==> src/dpbwc_params.svh <==
// Offsets, field positions, reset values and hardwired codes of the downstream port bridge
`ifndef DPBWC_PARAMS_SVH
`define DPBWC_PARAMS_SVH
`define DPBWC_OFF_IO_BASE 8'h1C
`define DPBWC_OFF_IO_LIMIT 8'h1D
`define DPBWC_OFF_MEM_BASE 8'h20
`define DPBWC_OFF_MEM_LIMIT 8'h22
`define DPBWC_OFF_PREF_BASE 8'h24
`define DPBWC_OFF_PREF_LIMIT 8'h26
`define DPBWC_OFF_PREF_BASE_HIGH 8'h28
`define DPBWC_OFF_PREF_TOP_HIGH 8'h2C
`define DPBWC_OFF_IO_BOTTOM_HIGH 8'h30
`define DPBWC_OFF_IO_TOP_HIGH 8'h32
`define DPBWC_OFF_CAP_LIST 8'h34
`define DPBWC_OFF_INT_LINE 8'h3C
`define DPBWC_OFF_INT_PIN 8'h3D
`define DPBWC_OFF_BRIDGE_CTRL 8'h3E
`define DPBWC_CAP_LIST_VALUE 8'h50
`define DPBWC_INT_LINE_RESET 8'hFF
`define DPBWC_INT_PIN_VALUE 8'h01
`define DPBWC_IO_TYPE_VALUE 4'h1
`define DPBWC_PREF_TYPE_VALUE 4'h1
`define DPBWC_BRIDGE_CTRL_RESET 16'h0000
`define DPBWC_BRIDGE_CTRL_WMASK 16'h005F
`define DPBWC_BC_POISON_RESP 0
`define DPBWC_BC_ERR_FWD 1
`define DPBWC_BC_LEGACY_IO 2
`define DPBWC_BC_LEGACY_DISP 3
`define DPBWC_BC_DISP_FULL 4
`define DPBWC_BC_SEC_RESET 6
`define DPBWC_DISP_MEM_LOW 64'h00000000000A0000
`define DPBWC_DISP_MEM_HIGH 64'h00000000000BFFFF
`define DPBWC_DISP_IO_A_LOW 10'h3B0
`define DPBWC_DISP_IO_A_HIGH 10'h3BB
`define DPBWC_DISP_IO_B_LOW 10'h3C0
`define DPBWC_DISP_IO_B_HIGH 10'h3DF
`define DPBWC_IO_LOW_ONES 12'hFFF
`define DPBWC_MEM_LOW_ONES 20'hFFFFF
`endif

==> src/dpbwc_pkg.sv <==
// Types shared by the downstream port bridge files
package dpbwc_pkg;
  typedef enum logic [2:0]
  {
    LINK_ACTIVE = 3'b001,
    LINK_HOT_RESET = 3'b010,
    LINK_RETRAIN = 3'b100
  } link_state_type;
endpackage : dpbwc_pkg

==> src/dpbwc_fwd_decode.sv <==
// Forwarding decision for one transaction against the windows and legacy decode bits
`timescale 1ns/10ps
`include "dpbwc_params.svh"
module dpbwc_fwd_decode
(
  // Transaction
  input wire logic txnUpstream,
  input wire logic txnIsIo,
  input wire logic [63:0] txnAddr,
  // Assembled windows
  input wire logic [31:0] ioBase,
  input wire logic [31:0] io_top_field,
  input wire logic [31:0] memBase,
  input wire logic [31:0] memLimit,
  input wire logic [63:0] prefBase,
  input wire logic [63:0] prefLimit,
  // Control
  input wire logic legacyDisplay,
  input wire logic legacyDisplayFull,
  input wire logic legacyIoBlock,
  input wire logic cmdMemEnable,
  input wire logic cmdIoEnable,
  // Decision
  output logic forwardHit
);
  function automatic logic inRange(input logic [63:0] a, input logic [63:0] lo, input logic [63:0] hi);
    inRange = (a >= lo) && (a <= hi);
  endfunction : inRange

  logic inIo;
  logic inMem;
  logic dispMem;
  logic dispIo;
  logic legacyIoAlias;
  logic first64k;

  always_comb
  begin
    first64k = (txnAddr[63:16] == 48'h000000000000);
    inIo = inRange(txnAddr, {32'h00000000, ioBase}, {32'h00000000, io_top_field});
    inMem = inRange(txnAddr, {32'h00000000, memBase}, {32'h00000000, memLimit})
      || inRange(txnAddr, prefBase, prefLimit);
    dispMem = inRange(txnAddr, `DPBWC_DISP_MEM_LOW, `DPBWC_DISP_MEM_HIGH);
    // Aliases above bit 9 pass unless full decode asks for them to be zero
    dispIo = first64k
      && (!legacyDisplayFull || txnAddr[15:10] == 6'h00)
      && (inRange({54'h0, txnAddr[9:0]}, {54'h0, `DPBWC_DISP_IO_A_LOW}, {54'h0, `DPBWC_DISP_IO_A_HIGH})
      || inRange({54'h0, txnAddr[9:0]}, {54'h0, `DPBWC_DISP_IO_B_LOW}, {54'h0, `DPBWC_DISP_IO_B_HIGH}));
    // Top 768 bytes of each kilobyte: bits 9:8 not both zero
    legacyIoAlias = legacyIoBlock && inIo && first64k && (txnAddr[9:8] != 2'b00);
    forwardHit = 1'b0;
    if (!txnUpstream)
    begin
      if (txnIsIo)
      begin
        if (legacyDisplay && dispIo)
          forwardHit = cmdIoEnable;
        else
          forwardHit = cmdIoEnable && inIo && !legacyIoAlias;
      end
      else
      begin
        if (legacyDisplay && dispMem)
          forwardHit = cmdMemEnable;
        else
          forwardHit = cmdMemEnable && inMem;
      end
    end
    else
    begin
      if (txnIsIo)
        forwardHit = !(legacyDisplay && dispIo) && (legacyIoAlias || !inIo);
      else
        forwardHit = !(legacyDisplay && dispMem) && !inMem;
    end
  end
endmodule : dpbwc_fwd_decode

==> src/dpbwc_port_bridge.sv <==
// Downstream port bridge: type-1 window registers, bridge control and forwarding decisions
//
// Notes on behaviour
// 32-bit writable high half of the prefetchable window top address.
// 16-bit writable high bits of the I/O window bottom, reset zero.
// 16-bit writable high bits of the I/O window top, reset zero.
// Capability pointer always reads 50h; writes are ignored.
// Interrupt line is scratch, resets to FFh, steers nothing.
// Interrupt pin reads 01h, first legacy pin, read only.
// Downstream legacy interrupts go upstream as from this bridge's primary side.
// Bridge control bits 15:5 except 6 read zero and ignore writes.
// Secondary reset bit drives a hot reset sequence and reads back set.
// Legacy display decode forwards A0000h to BFFFFh memory downstream.
// Legacy display decode forwards 3B0h-3BBh and 3C0h-3DFh I/O in first 64K.
// Full decode bit requires I/O bits 15:10 zero for display decode.
// Display addresses blocked upstream; decode ignores legacy I/O bit and windows.
// Display forwarding still needs memory enable or I/O enable.
// Legacy I/O block stops downstream I/O in top 768 bytes per kilobyte of the first 64K.
// Legacy I/O block forwards those upstream I/O accesses instead.
// Errors go upstream only with error forward, command enable and error.
// Poison response bit enables responses to poisoned downstream packets.
// Low I/O limit gives bits 15:12, low twelve bits all ones.
// Low prefetch fields give bits 31:20 joined with the high halves.
// Forward downstream when address lies inside an assembled window.
`timescale 1ns/10ps
`include "dpbwc_params.svh"
module dpbwc_port_bridge
(
  // Clock and reset
  input wire logic clock,
  input wire logic resetn,
  // Configuration access
  input wire logic cfgWrite,
  input wire logic cfgRead,
  input wire logic [7:0] cfgAddr,
  input wire logic [3:0] cfgByteEn,
  input wire logic [31:0] cfgWriteData,
  output logic [31:0] cfgReadData,
  output logic cfgReadValid,
  // Command register bits
  input wire logic cmdMemEnable,
  input wire logic cmdIoEnable,
  input wire logic cmdSerrEnable,
  // Transaction decode
  input wire logic txnValid,
  input wire logic txnUpstream,
  input wire logic txnIsIo,
  input wire logic [63:0] txnAddr,
  output logic txnDoneValid,
  output logic txnForward,
  // Secondary link events
  input wire logic secFatalError,
  input wire logic secNonfatalError,
  input wire logic poisonedTlpSeen,
  input wire logic downIntxAssert,
  output logic errorReportUp,
  output logic poisonResponse,
  output logic upIntxAssert,
  // Link reset sequencing
  output logic linkHotReset,
  output logic linkRetrain
);
  logic [7:0] ioBaseLow_r;
  logic [7:0] ioLimitLow_r;
  logic [15:0] memBaseLow_r;
  logic [15:0] memLimitLow_r;
  logic [15:0] prefBaseLow_r;
  logic [15:0] prefLimitLow_r;
  logic [31:0] prefBaseHigh_r;
  logic [31:0] prefTopHigh_r;
  logic [15:0] ioBottomHigh_r;
  logic [15:0] ioTopHigh_r;
  logic [7:0] intLine_r;
  logic [15:0] bridgeCtrl_r;
  logic [31:0] cfgReadData_r;
  logic cfgReadValid_r;
  logic txnDoneValid_r;
  logic txnForward_r;
  logic errorReportUp_r;
  logic poisonResponse_r;
  logic upIntxAssert_r;
  logic linkHotReset_r;
  logic linkRetrain_r;
  dpbwc_pkg::link_state_type linkState_r;
  dpbwc_pkg::link_state_type linkState_nxt;
  logic [31:0] cfgReadData_nxt;
  logic forwardHit;

  // Byte-lane merge of a write into one config dword
  function automatic logic [31:0] mergeLanes(input logic [31:0] old, input logic [31:0] wd, input logic [3:0] be);
    mergeLanes = old;
    for (int i = 0; i < 4; i++)
      if (be[i])
        mergeLanes[i*8 +: 8] = wd[i*8 +: 8];
  endfunction : mergeLanes

  function automatic logic dwordHit(input logic [7:0] a, input logic [7:0] off);
    dwordHit = (a[7:2] == off[7:2]);
  endfunction : dwordHit

  // Dword images, hardwired fields filled in
  logic [31:0] ioDword;
  logic [31:0] memDword;
  logic [31:0] prefDword;
  logic [31:0] ioHighDword;
  logic [31:0] intDword;
  logic [31:0] ioWr;
  logic [31:0] memWr;
  logic [31:0] prefWr;
  logic [31:0] ioHighWr;
  logic [31:0] intWr;

  always_comb
  begin
    // Secondary status at 1Eh is kept outside this block and reads zero here
    ioDword = {16'h0000, ioLimitLow_r[7:4], `DPBWC_IO_TYPE_VALUE, ioBaseLow_r[7:4], `DPBWC_IO_TYPE_VALUE};
    memDword = {memLimitLow_r[15:4], 4'h0, memBaseLow_r[15:4], 4'h0};
    prefDword = {prefLimitLow_r[15:4], `DPBWC_PREF_TYPE_VALUE, prefBaseLow_r[15:4], `DPBWC_PREF_TYPE_VALUE};
    ioHighDword = {ioTopHigh_r, ioBottomHigh_r};
    intDword = {bridgeCtrl_r, `DPBWC_INT_PIN_VALUE, intLine_r};
    ioWr = mergeLanes(ioDword, cfgWriteData, cfgByteEn);
    memWr = mergeLanes(memDword, cfgWriteData, cfgByteEn);
    prefWr = mergeLanes(prefDword, cfgWriteData, cfgByteEn);
    ioHighWr = mergeLanes(ioHighDword, cfgWriteData, cfgByteEn);
    intWr = mergeLanes(intDword, cfgWriteData, cfgByteEn);
  end

  // I/O window low bytes
  always_ff @(posedge clock or negedge resetn)
  begin
    if (!resetn)
    begin
      ioBaseLow_r <= 8'h01;
      ioLimitLow_r <= 8'h01;
    end
    else if (cfgWrite && dwordHit(cfgAddr, `DPBWC_OFF_IO_BASE))
    begin
      ioBaseLow_r <= {ioWr[7:4], `DPBWC_IO_TYPE_VALUE};
      ioLimitLow_r <= {ioWr[15:12], `DPBWC_IO_TYPE_VALUE};
    end
  end

  // Memory window low halves
  always_ff @(posedge clock or negedge resetn)
  begin
    if (!resetn)
    begin
      memBaseLow_r <= 16'h0000;
      memLimitLow_r <= 16'h0000;
    end
    else if (cfgWrite && dwordHit(cfgAddr, `DPBWC_OFF_MEM_BASE))
    begin
      memBaseLow_r <= {memWr[15:4], 4'h0};
      memLimitLow_r <= {memWr[31:20], 4'h0};
    end
  end

  // Prefetchable window low halves
  always_ff @(posedge clock or negedge resetn)
  begin
    if (!resetn)
    begin
      prefBaseLow_r <= 16'h0001;
      prefLimitLow_r <= 16'h0001;
    end
    else if (cfgWrite && dwordHit(cfgAddr, `DPBWC_OFF_PREF_BASE))
    begin
      prefBaseLow_r <= {prefWr[15:4], `DPBWC_PREF_TYPE_VALUE};
      prefLimitLow_r <= {prefWr[31:20], `DPBWC_PREF_TYPE_VALUE};
    end
  end

  // Prefetchable window high halves
  always_ff @(posedge clock or negedge resetn)
  begin
    if (!resetn)
    begin
      prefBaseHigh_r <= 32'h00000000;
      prefTopHigh_r <= 32'h00000000;
    end
    else if (cfgWrite)
    begin
      if (dwordHit(cfgAddr, `DPBWC_OFF_PREF_BASE_HIGH))
        prefBaseHigh_r <= mergeLanes(prefBaseHigh_r, cfgWriteData, cfgByteEn);
      if (dwordHit(cfgAddr, `DPBWC_OFF_PREF_TOP_HIGH))
        prefTopHigh_r <= mergeLanes(prefTopHigh_r, cfgWriteData, cfgByteEn);
    end
  end

  // I/O window high halves
  always_ff @(posedge clock or negedge resetn)
  begin
    if (!resetn)
    begin
      ioBottomHigh_r <= 16'h0000;
      ioTopHigh_r <= 16'h0000;
    end
    else if (cfgWrite && dwordHit(cfgAddr, `DPBWC_OFF_IO_BOTTOM_HIGH))
    begin
      ioBottomHigh_r <= ioHighWr[15:0];
      ioTopHigh_r <= ioHighWr[31:16];
    end
  end

  // Interrupt line scratch and bridge control; pin byte has no storage
  always_ff @(posedge clock or negedge resetn)
  begin
    if (!resetn)
    begin
      intLine_r <= `DPBWC_INT_LINE_RESET;
      bridgeCtrl_r <= `DPBWC_BRIDGE_CTRL_RESET;
    end
    else if (cfgWrite && dwordHit(cfgAddr, `DPBWC_OFF_INT_LINE))
    begin
      intLine_r <= intWr[7:0];
      bridgeCtrl_r <= intWr[31:16] & `DPBWC_BRIDGE_CTRL_WMASK;
    end
  end

  // Read mux; unmapped dwords read zero
  always_comb
  begin
    cfgReadData_nxt = 32'h00000000;
    if (dwordHit(cfgAddr, `DPBWC_OFF_IO_BASE))
      cfgReadData_nxt = ioDword;
    else if (dwordHit(cfgAddr, `DPBWC_OFF_MEM_BASE))
      cfgReadData_nxt = memDword;
    else if (dwordHit(cfgAddr, `DPBWC_OFF_PREF_BASE))
      cfgReadData_nxt = prefDword;
    else if (dwordHit(cfgAddr, `DPBWC_OFF_PREF_BASE_HIGH))
      cfgReadData_nxt = prefBaseHigh_r;
    else if (dwordHit(cfgAddr, `DPBWC_OFF_PREF_TOP_HIGH))
      cfgReadData_nxt = prefTopHigh_r;
    else if (dwordHit(cfgAddr, `DPBWC_OFF_IO_BOTTOM_HIGH))
      cfgReadData_nxt = ioHighDword;
    else if (dwordHit(cfgAddr, `DPBWC_OFF_CAP_LIST))
      cfgReadData_nxt = {24'h000000, `DPBWC_CAP_LIST_VALUE};
    else if (dwordHit(cfgAddr, `DPBWC_OFF_INT_LINE))
      cfgReadData_nxt = intDword;
  end

  always_ff @(posedge clock or negedge resetn)
  begin
    if (!resetn)
    begin
      cfgReadData_r <= 32'h00000000;
      cfgReadValid_r <= 1'b0;
    end
    else
    begin
      cfgReadValid_r <= cfgRead;
      if (cfgRead)
        cfgReadData_r <= cfgReadData_nxt;
    end
  end

  dpbwc_fwd_decode u_decode
  (
    .txnUpstream(txnUpstream),
    .txnIsIo(txnIsIo),
    .txnAddr(txnAddr),
    .ioBase({ioBottomHigh_r, ioBaseLow_r[7:4], 12'h000}),
    .io_top_field({ioTopHigh_r, ioLimitLow_r[7:4], `DPBWC_IO_LOW_ONES}),
    .memBase({memBaseLow_r[15:4], 20'h00000}),
    .memLimit({memLimitLow_r[15:4], `DPBWC_MEM_LOW_ONES}),
    .prefBase({prefBaseHigh_r, prefBaseLow_r[15:4], 20'h00000}),
    .prefLimit({prefTopHigh_r, prefLimitLow_r[15:4], `DPBWC_MEM_LOW_ONES}),
    .legacyDisplay(bridgeCtrl_r[`DPBWC_BC_LEGACY_DISP]),
    .legacyDisplayFull(bridgeCtrl_r[`DPBWC_BC_DISP_FULL]),
    .legacyIoBlock(bridgeCtrl_r[`DPBWC_BC_LEGACY_IO]),
    .cmdMemEnable(cmdMemEnable),
    .cmdIoEnable(cmdIoEnable),
    .forwardHit(forwardHit)
  );

  // Decision one cycle after the request
  always_ff @(posedge clock or negedge resetn)
  begin
    if (!resetn)
    begin
      txnDoneValid_r <= 1'b0;
      txnForward_r <= 1'b0;
    end
    else
    begin
      txnDoneValid_r <= txnValid;
      txnForward_r <= txnValid && forwardHit;
    end
  end

  // Event forwarding; registered so each is a clean one-cycle pulse or level
  always_ff @(posedge clock or negedge resetn)
  begin
    if (!resetn)
    begin
      errorReportUp_r <= 1'b0;
      poisonResponse_r <= 1'b0;
      upIntxAssert_r <= 1'b0;
    end
    else
    begin
      errorReportUp_r <= bridgeCtrl_r[`DPBWC_BC_ERR_FWD] && cmdSerrEnable
        && (secFatalError || secNonfatalError);
      poisonResponse_r <= bridgeCtrl_r[`DPBWC_BC_POISON_RESP] && poisonedTlpSeen;
      upIntxAssert_r <= downIntxAssert;
    end
  end

  // Hot reset held while the bit is set, then one retrain cycle
  always_comb
  begin
    case (linkState_r)
      dpbwc_pkg::LINK_ACTIVE:
        linkState_nxt = bridgeCtrl_r[`DPBWC_BC_SEC_RESET] ? dpbwc_pkg::LINK_HOT_RESET : dpbwc_pkg::LINK_ACTIVE;
      dpbwc_pkg::LINK_HOT_RESET:
        linkState_nxt = bridgeCtrl_r[`DPBWC_BC_SEC_RESET] ? dpbwc_pkg::LINK_HOT_RESET : dpbwc_pkg::LINK_RETRAIN;
      dpbwc_pkg::LINK_RETRAIN:
        linkState_nxt = bridgeCtrl_r[`DPBWC_BC_SEC_RESET] ? dpbwc_pkg::LINK_HOT_RESET : dpbwc_pkg::LINK_ACTIVE;
      default:
        linkState_nxt = dpbwc_pkg::LINK_ACTIVE;
    endcase
  end

  always_ff @(posedge clock or negedge resetn)
  begin
    if (!resetn)
    begin
      linkState_r <= dpbwc_pkg::LINK_ACTIVE;
      linkHotReset_r <= 1'b0;
      linkRetrain_r <= 1'b0;
    end
    else
    begin
      linkState_r <= linkState_nxt;
      linkHotReset_r <= (linkState_nxt == dpbwc_pkg::LINK_HOT_RESET);
      linkRetrain_r <= (linkState_nxt == dpbwc_pkg::LINK_RETRAIN);
    end
  end

  assign cfgReadData = cfgReadData_r;
  assign cfgReadValid = cfgReadValid_r;
  assign txnDoneValid = txnDoneValid_r;
  assign txnForward = txnForward_r;
  assign errorReportUp = errorReportUp_r;
  assign poisonResponse = poisonResponse_r;
  assign upIntxAssert = upIntxAssert_r;
  assign linkHotReset = linkHotReset_r;
  assign linkRetrain = linkRetrain_r;
endmodule : dpbwc_port_bridge

==> config.mk <==
export PLATFORM = sky130hd
export DESIGN_NAME = dpbwc_port_bridge
export DESIGN_NICKNAME = d
export VERILOG_FILES = /design/src/dpbwc_pkg.sv /design/src/dpbwc_fwd_decode.sv /design/src/dpbwc_port_bridge.sv
export VERILOG_INCLUDE_DIRS = /design/src /design/src/src
export SDC_FILE = /design/constraint.sdc
export NUM_CORES = 1
export LEC_CHECK = 0
export BUFFER_PORTS_ARGS = -buffer_cell sky130_fd_sc_hd__buf_2
export CELL_PAD_IN_SITES_DETAIL_PLACEMENT = 1
export CELL_PAD_IN_SITES_GLOBAL_PLACEMENT = 1
export CORE_AREA = 2 2 183 185
export DETAILED_ROUTE_END_ITERATION = 8
export DIE_AREA = 0 0 185 187
export PLACE_DENSITY = 0.74
export SLEW_MARGIN = 10
export SYNTH_ARGS = -nofsm -noshare
export SYNTH_HDL_FRONTEND = slang
export SYNTH_SLANG_ARGS = --single-unit
==> constraint.sdc <==
create_clock -name clock -period 2.47 [get_ports clock]
set_clock_uncertainty 0.2 [all_clocks]
set_input_delay 0.3705 -clock clock [delete_from_list [all_inputs] [get_ports clock]]
set_output_delay 0.3705 -clock clock [all_outputs]
set_load 0.005 [all_outputs]
# [After elaboration in Yosys (flattened, before gate mapping)]
# Index checks and enable logic that the tools add are counted.
[totals] reg_bits=209 latch_bits=0 ramBits=0 rom_bits=0 output_inout_bits=40 n_memories=0
[classes] add_sub_neg=0 n_mul=0 div=0 magnitude_cmp=12 n_eq_ne=13 shifts=0 mux=16 bitwise=0 reduce_logical=66
[op_table] cell="2-to-1 mux 32 bit" n=6
[op_table] cell="greater-or-equal comparator 64 x 32 -> 1 bit" n=2
[op_table] cell="<= comparator 64 x 32 -> 1 bit" n=2
[op_table] cell="greater-or-equal comparator 64 x 20 -> 1 bit (second input constant)" n=1
[op_table] cell="greater-or-equal comparator 64 bit" n=1
[op_table] cell="<= comparator 64 x 20 -> 1 bit (second input constant)" n=1
[op_table] cell="<= comparator 64 bit" n=1
[op_table] cell="zero test 48 bit" n=1
[op_table] cell="2-to-1 mux 23 bit" n=2
[op_table] cell="== test 6 x 4 -> 1 bit (second input constant)" n=7
[op_table] cell="AND reduction 2 bit" n=16
[op_table] cell="logical AND 1 bit" n=27
[op_table] cell="AND reduction 3 bit" n=8
[op_table] cell="greater-or-equal comparator 10 bit (second input constant)" n=2
[op_table] cell="<= comparator 10 bit (second input constant)" n=2
[op_table] cell="== test 3 x 2 -> 1 bit (second input constant)" n=2
[op_table] cell="== test 3 bit (second input constant)" n=2
[op_table] cell="== test 6 x 3 -> 1 bit (second input constant)" n=1
[op_table] cell="zero test 1 bit" n=6
[op_table] cell="zero test 6 bit" n=1
[op_table] cell="case mux 3 bit (2 select lines)" n=1
[op_table] cell="logical OR 1 bit" n=5
[op_table] cell="2-to-1 mux 1 bit" n=5
[op_table] cell="== test 3 x 1 -> 1 bit (second input constant)" n=1
[op_table] cell="4 further kinds" n=4

# [Longest topological paths before layout]
[logic_depth] depth_word=11 mapped_depth=10

# [By module]
# From an unflattened synthesis, not the netlist that was laid out.
[unflattened] cells_unflattened=1650 hier_area_um2=16104.2
[modules_own_cells] mod="dpbwc_port_bridge" n_inst=1 cells_each=716 area_each_um2=9474.1 seq_area_each_um2=5241.3
[modules_own_cells] mod="dpbwc_fwd_decode" n_inst=1 cells_each=934 area_each_um2=6630.1 seq_area_each_um2=0.0

# [Least setup slack after synthesis]
# No wires, ideal clock.
[synth_timing] kind="input to register" startpoint="in txnAddr[21]" endpoint="reg txnForward_r (netlist: txnForward)" setup_ns=0.099 arrival_ns=2.159 path_slack_ns=0.011 path_stages=9 path_cell_list="ha_1 nor2b_1 o21a_1 o21a_1 o311a_1 o311a_1 o21ai_1 o21ai_0 a311oi_1"
[synth_between] elab_chain_len=11 elab_cells_between_ends=38 cone_classes="order compare: 8; mux: 5; reduce/logical: 25"
[synth_lines] item="from (decl)" line="dpbwc_port_bridge.sv:48" source="input wire logic [63:0] txnAddr,"
[synth_lines] item="greater-or-equal comparator 64 x 32 -> 1 bit or <= comparator 64 x 32 -> 1 bit (tied branches)" line="dpbwc_fwd_decode.sv:27" source="inRange = (a >= lo) && (a <= hi);"
[synth_lines] item="logical AND 1 bit" line="dpbwc_fwd_decode.sv:27"
[synth_lines] item="logical AND 1 bit (3 in series)" line="dpbwc_fwd_decode.sv:50" source="legacyIoAlias = legacyIoBlock && inIo && first64k && (txnAddr[9:8] != 2'b00);"
[synth_lines] item="zero test 1 bit" line="dpbwc_fwd_decode.sv:59" source="forwardHit = cmdIoEnable && inIo && !legacyIoAlias;"
[synth_lines] item="logical AND 1 bit" line="dpbwc_fwd_decode.sv:59"
[synth_lines] item="2-to-1 mux 1 bit" line="dpbwc_fwd_decode.sv:56" source="if (legacyDisplay && dispIo)"
[synth_lines] item="2-to-1 mux 1 bit" line="dpbwc_fwd_decode.sv:54" source="if (txnIsIo)"
[synth_lines] item="2-to-1 mux 1 bit *" line="dpbwc_fwd_decode.sv:52" source="if (!txnUpstream)"
[synth_lines] item="logical AND 1 bit *" line="dpbwc_port_bridge.sv:287" source="txnForward_r <= txnValid && forwardHit;"
[synth_lines] item="to (signal assigned)" line="dpbwc_port_bridge.sv:287"
[synth_lines] item="to (decl)" line="dpbwc_port_bridge.sv:78" source="logic txnForward_r;"
# Every way passes the cells marked *; elsewhere a longest branch is shown, timed or not.
# A chain may end at the register's enable or synchronous reset.

# [Worst setup path after layout]
[layout_timing] startpoint="reg prefBaseHigh_r[25]" endpoint="reg txnForward_r (netlist: txnForward)"
[layout_between] elab_chain_len=8 elab_cells_between_ends=11 cone_classes="order compare: 1; mux: 4; reduce/logical: 6"
[layout_lines] item="from (decl)" line="dpbwc_port_bridge.sv:69" source="logic [31:0] prefBaseHigh_r;"
[layout_lines] item="from (signal assigned)" line="dpbwc_port_bridge.sv:184" source="prefBaseHigh_r <= mergeLanes(prefBaseHigh_r, cfgWriteData, cfgByteEn);"
[layout_lines] item="greater-or-equal comparator 64 bit *" line="dpbwc_fwd_decode.sv:27"
[layout_lines] item="logical AND 1 bit *" line="dpbwc_fwd_decode.sv:27"
[layout_lines] item="logical OR 1 bit *" line="dpbwc_fwd_decode.sv:42" source="|| inRange(txnAddr, prefBase, prefLimit);"
[layout_lines] item="logical AND 1 bit or zero test 1 bit (tied branches)" line="dpbwc_fwd_decode.sv:66, dpbwc_fwd_decode.sv:74"
[layout_lines] item="2-to-1 mux 1 bit or logical AND 1 bit (tied branches)" line="dpbwc_fwd_decode.sv:63, dpbwc_fwd_decode.sv:74"
[layout_lines] item="2-to-1 mux 1 bit (on tied branches)" line="dpbwc_fwd_decode.sv:54, dpbwc_fwd_decode.sv:71"
[layout_lines] item="2-to-1 mux 1 bit *" line="dpbwc_fwd_decode.sv:52"
[layout_lines] item="logical AND 1 bit *" line="dpbwc_port_bridge.sv:287"
# Marked as above.

==> flow_summary.yaml <==
drt:
  dr.pass1.iters: 5
  wl_met3_mm: 2.62
  met2_length_mm: 25.1
  detail_route.wirelength.met1_mm: 21.9
  remaining_drc_errors: 0
  drt.antenna.violating_nets: 0
  route.top_layer_used: "met4"
  detail_route.wirelength_mm: 52.0
  routed_len_inst_um: 22.6
  route.detailed.vias_per_inst: 5.59
  detail_route.iter0.violations: 802
  dr_total_vias: 12900
grt:
  grt_util_all_layers_pct: 30.5
  grt_max_degree: 62
  grt_antenna_before_repair: 0
  global_route_wire_length_before_repair_mm: 80.2
  grt_pass1_vias: 13900
  grt_overflow: 0
sta:
  final_min_period_over_clock_period_pct: 113
  layout_setup_ws_ps: -324
  final_hold_viol_count: 0
  tightest_slew_ps: 691
  finalWorstPathRequiredPeriod_ps: 2790
  clock.fmax_mhz: 358
  timing.slew.headroom_pct: 53.5
  setup-tns-final_ps: -324
  setup-violations-final: 1
  grt_setup_unrepaired: "yes"
  final-max-slew-violation-count: 0
floorplan:
  floorplan.die_area_um2: 34600
  pin_count: 162
  start_util_pct: 39.2
  core_area_um2: 32900
  floorplan.die.height_um: 187
  num_rows: 67
  fp.dieW_um: 185
yosys:
  ys.warnings.count: 0
  syn_inst: 1427
  synth-edff-count: 0
  mean_area_per_synthesized_cell_um2: 9.02
  synth_fp_nets: 1701
  synth_area_um2: 12900
  postSynth.topFlopCell: "sky130_fd_sc_hd__dfrtp_1"
  synth-seq-area-share_pct: 40.7
  synth_cell_type_count: 68
  postSynthRegisterBits: 209
  asyncSetResetFlopFracSynth_pct: 100
placed_design:
  routabilityCongestion: 0.927
  place.port_buffers: 159
  dp_slack_ps: -587
  dpl.hpwl_mm: 40.0
clock_network:
  cts_htree_levels: 1
  clkLatencyLatePin_ps: 540
  cts_buffer_depth: 3
  tritoncts_clock_tree: "yes"
  cts.sink_count: 209
  register_clock_pin_slew_on_the_reported_worst_setup_and_hold_paths_ps: 60
  cts.root.buffer_cell: "sky130_fd_sc_hd__clkbuf_16"
  cts_made_buffers: 26
setup_path:
  worstReg2RegEnd: "txnForward$_DFF_PN0_"
  start_kind: "flip-flop"
  path_max_fanout: 2
  critical_path_required_ps: 2680
  critical_path_arrival_ps: 3010
  reg2reg_from: "prefBaseHigh_r[25]$_DFFE_PN0P_"
  timing.setup.critical_path_class: "flip-flop to flip-flop"
  critical-path-slowest-cell: "sky130_fd_sc_hd__dfrtp_1"
  cp_max_stage_delay_ps: 390
  reg2reg_slack_ps: -320
  worstPathCellList: "inv_2 -> ha_4 -> a21o_1 -> a21o_1 -> a221o_1 -> a211oi_2 -> buf_4 -> nand4b_1 -> o21ai_2 -> buf_4 -> o211a_1 -> a311oi_1"
  crit_path_end_kind: "flip-flop"
  timing.reg2reg.worst_path_depth: 12
run_status:
  violations: "negative setup slack"
  status: "finished with violations"
layout:
  diodes: 0
  area_growth_pct: 33.4
  multiInputGateArea_um2: 6830
  num-nets-final: 2109
  layout.cells.most_common: "sky130_fd_sc_hd__buf_4"
  register_area_um2: 5240
  finalCoreUtilization_pct: 52.3
  nFillCells: 3956
  highest_count_cells_in_the_layout_ignoring_fill_and_taps: "sky130_fd_sc_hd__buf_4 (217), sky130_fd_sc_hd__dfrtp_1 (200), sky130_fd_sc_hd__nand2_1 (199)"
  final_layout_size_suffix_gt1_share_pct: 27.4
pwr:
  swShare_pct: 30.3
  power.share.combinational_pct: 22.9
  worst_ir_drop_vdd_v: 0.000463
  p_seq_share_pct: 38.7
  total_power_mw: 10.4
  power.static_leakage_nw: 8.58
  p_per_area_nw_per_um2: 607
  power.internal_mw: 7.27
  clockPowerShare_pct: 38.4
  total_switching_power_mw: 3.16
worst_hold_path:
  holdPathEnd: "txnForward$_DFF_PN0_"
  timing.hold.worst.start: "txnUpstream"
  worst_hold_path_type: "input pin to flip-flop"
  hold_depth: 3
run:
  max_cap_viol: 0
[metrics by stage]
step / instance area (um2) / cells / hold slack (ps)
global route: 17200 / 2301 / 67.4
global placement: 15800 / 2214 / 165
CTS: 17200 / 2300 / 51.1
floorplan: 12900 / 1427 / -125
detailed placement: 15800 / 2214 / 158
finish: 17200 / 2301 / 67.1
[worst max-delay path, delay by kind of cell (launching register included)]
family / cells / cell delay, ps
DFF: 1 / 390
buffers and inverters: 3 / 360
adders and majority gates: 1 / 200
and+or+nand+nor: 1 / 220
AOI/OAI and AO/OA: 7 / 1310
[area by class of cell]
type | instances | area share [%]
timing repair buffer | 425 | 17.6
tap | 448 | 3.26
multi-input combinational | 1005 | 39.8
clock buffer | 33 | 4.30
sequential | 209 | 30.5
inverter | 168 | 3.67
clock inverter | 13 | 0.932
[power by group through the flow]
| stage | Sequential (mW) | Clock (mW) | Combinational [mW] |
|---|---|---|---|
| after global routing | 4.07 | 4.19 | 2.65 |
| after floorplan | 4.01 | 0 | 1.10 |
| after CTS | 4.03 | 4.06 | 2.37 |
| final | 4.03 | 4.00 | 2.39 |
| after detailed placement | 4.08 | 0 | 2.28 |
| after global placement | 4.06 | 0 | 2.16 |
[registers in the layout (all words and copies together) (netlist names), 3 cells and up]
| signal | count |
|---|---|
| memLimitLow_r | 12 |
| prefBaseLow_r | 12 |
| prefLimitLow_r | 12 |
| ioBaseLow_r | 4 |
| ioLimitLow_r | 4 |
| cfgReadData | 32 |
| prefTopHigh_r | 32 |
| linkState_r | 3 |
| prefBaseHigh_r | 32 |
| ioTopHigh_r | 16 |
| memBaseLow_r | 12 |
| intLine_r | 8 |
| bridgeCtrl_r | 6 |
| ioBottomHigh_r | 16 |
[routing by layer]
layer / track usage, % / vias to the layer above
met1: 39.1 / 6432
met3: 4.03 / 128
met2: 51.8 / 393
met5: 0 / -
li1: - / 5900
met4: 12.1 / 0
[cells by family after synthesis]
group	after synthesis	synth area share, %
flops	209	40.7
simple gates	405	14.5
xor+xnor	2	0.136
compound gates	385	18.0
fa+ha+maj	152	14.8
mux	61	5.44
buf+inv	213	6.42
[cells in the mapped netlist (8+ instances only)]
library cell               count  area [um2]
sky130_fd_sc_hd__nand4_1      35         219
sky130_fd_sc_hd__nand3_1      22         110
sky130_fd_sc_hd__ha_1        152        1900
sky130_fd_sc_hd__nor2_1       69         259
sky130_fd_sc_hd__o221ai_1      9        78.8
sky130_fd_sc_hd__nor2b_1       8        50.1
sky130_fd_sc_hd__a22oi_1      13        97.6
sky130_fd_sc_hd__nor3_1       12        60.1
sky130_fd_sc_hd__nand2_1     199         747
sky130_fd_sc_hd__a21o_1       11        82.6
sky130_fd_sc_hd__mux2_2       52         586
sky130_fd_sc_hd__dfrtp_1     200        5000
sky130_fd_sc_hd__o21ai_0     160         801
sky130_fd_sc_hd__buf_2        10        50.1
sky130_fd_sc_hd__nor4_1       20         125
sky130_fd_sc_hd__a211oi_1     19         143
sky130_fd_sc_hd__a21oi_1     101         505
sky130_fd_sc_hd__clkbuf_1     30         113
sky130_fd_sc_hd__a221oi_1     18         158
sky130_fd_sc_hd__inv_1       168         631
sky130_fd_sc_hd__dfstp_2       9         236
[worst max path at each step]
stage | start | end | slack, ps | depth (start not counted)
6_report | prefBaseHigh_r[25]$_DFFE_PN0P_ | txnForward$_DFF_PN0_ | -320 | 12
4_1_cts | prefBaseHigh_r[25]$_DFFE_PN0P_ | txnForward$_DFF_PN0_ | -300 | 12
2_1_floorplan | txnAddr[21] | txnForward$_DFF_PN0_ | 10 | 9
3_5_place_dp | txnAddr[57] | txnForward$_DFF_PN0_ | -590 | 11
5_1_grt | prefBaseHigh_r[25]$_DFFE_PN0P_ | txnForward$_DFF_PN0_ | -390 | 12
3_3_place_gp | txnAddr[57] | txnForward$_DFF_PN0_ | -570 | 11
[timing repair]
action                                  CTS  global route
gates cloned                              0             0
setup buffers                             0             1
endpoints found under the hold margin   210             0
pin swaps                                 4             1
hold buffers                             40             0
endpoints found under the setup margin    1             1
gates resized for setup                   5             2
Note: power is estimated with default switching activity, not from simulation.
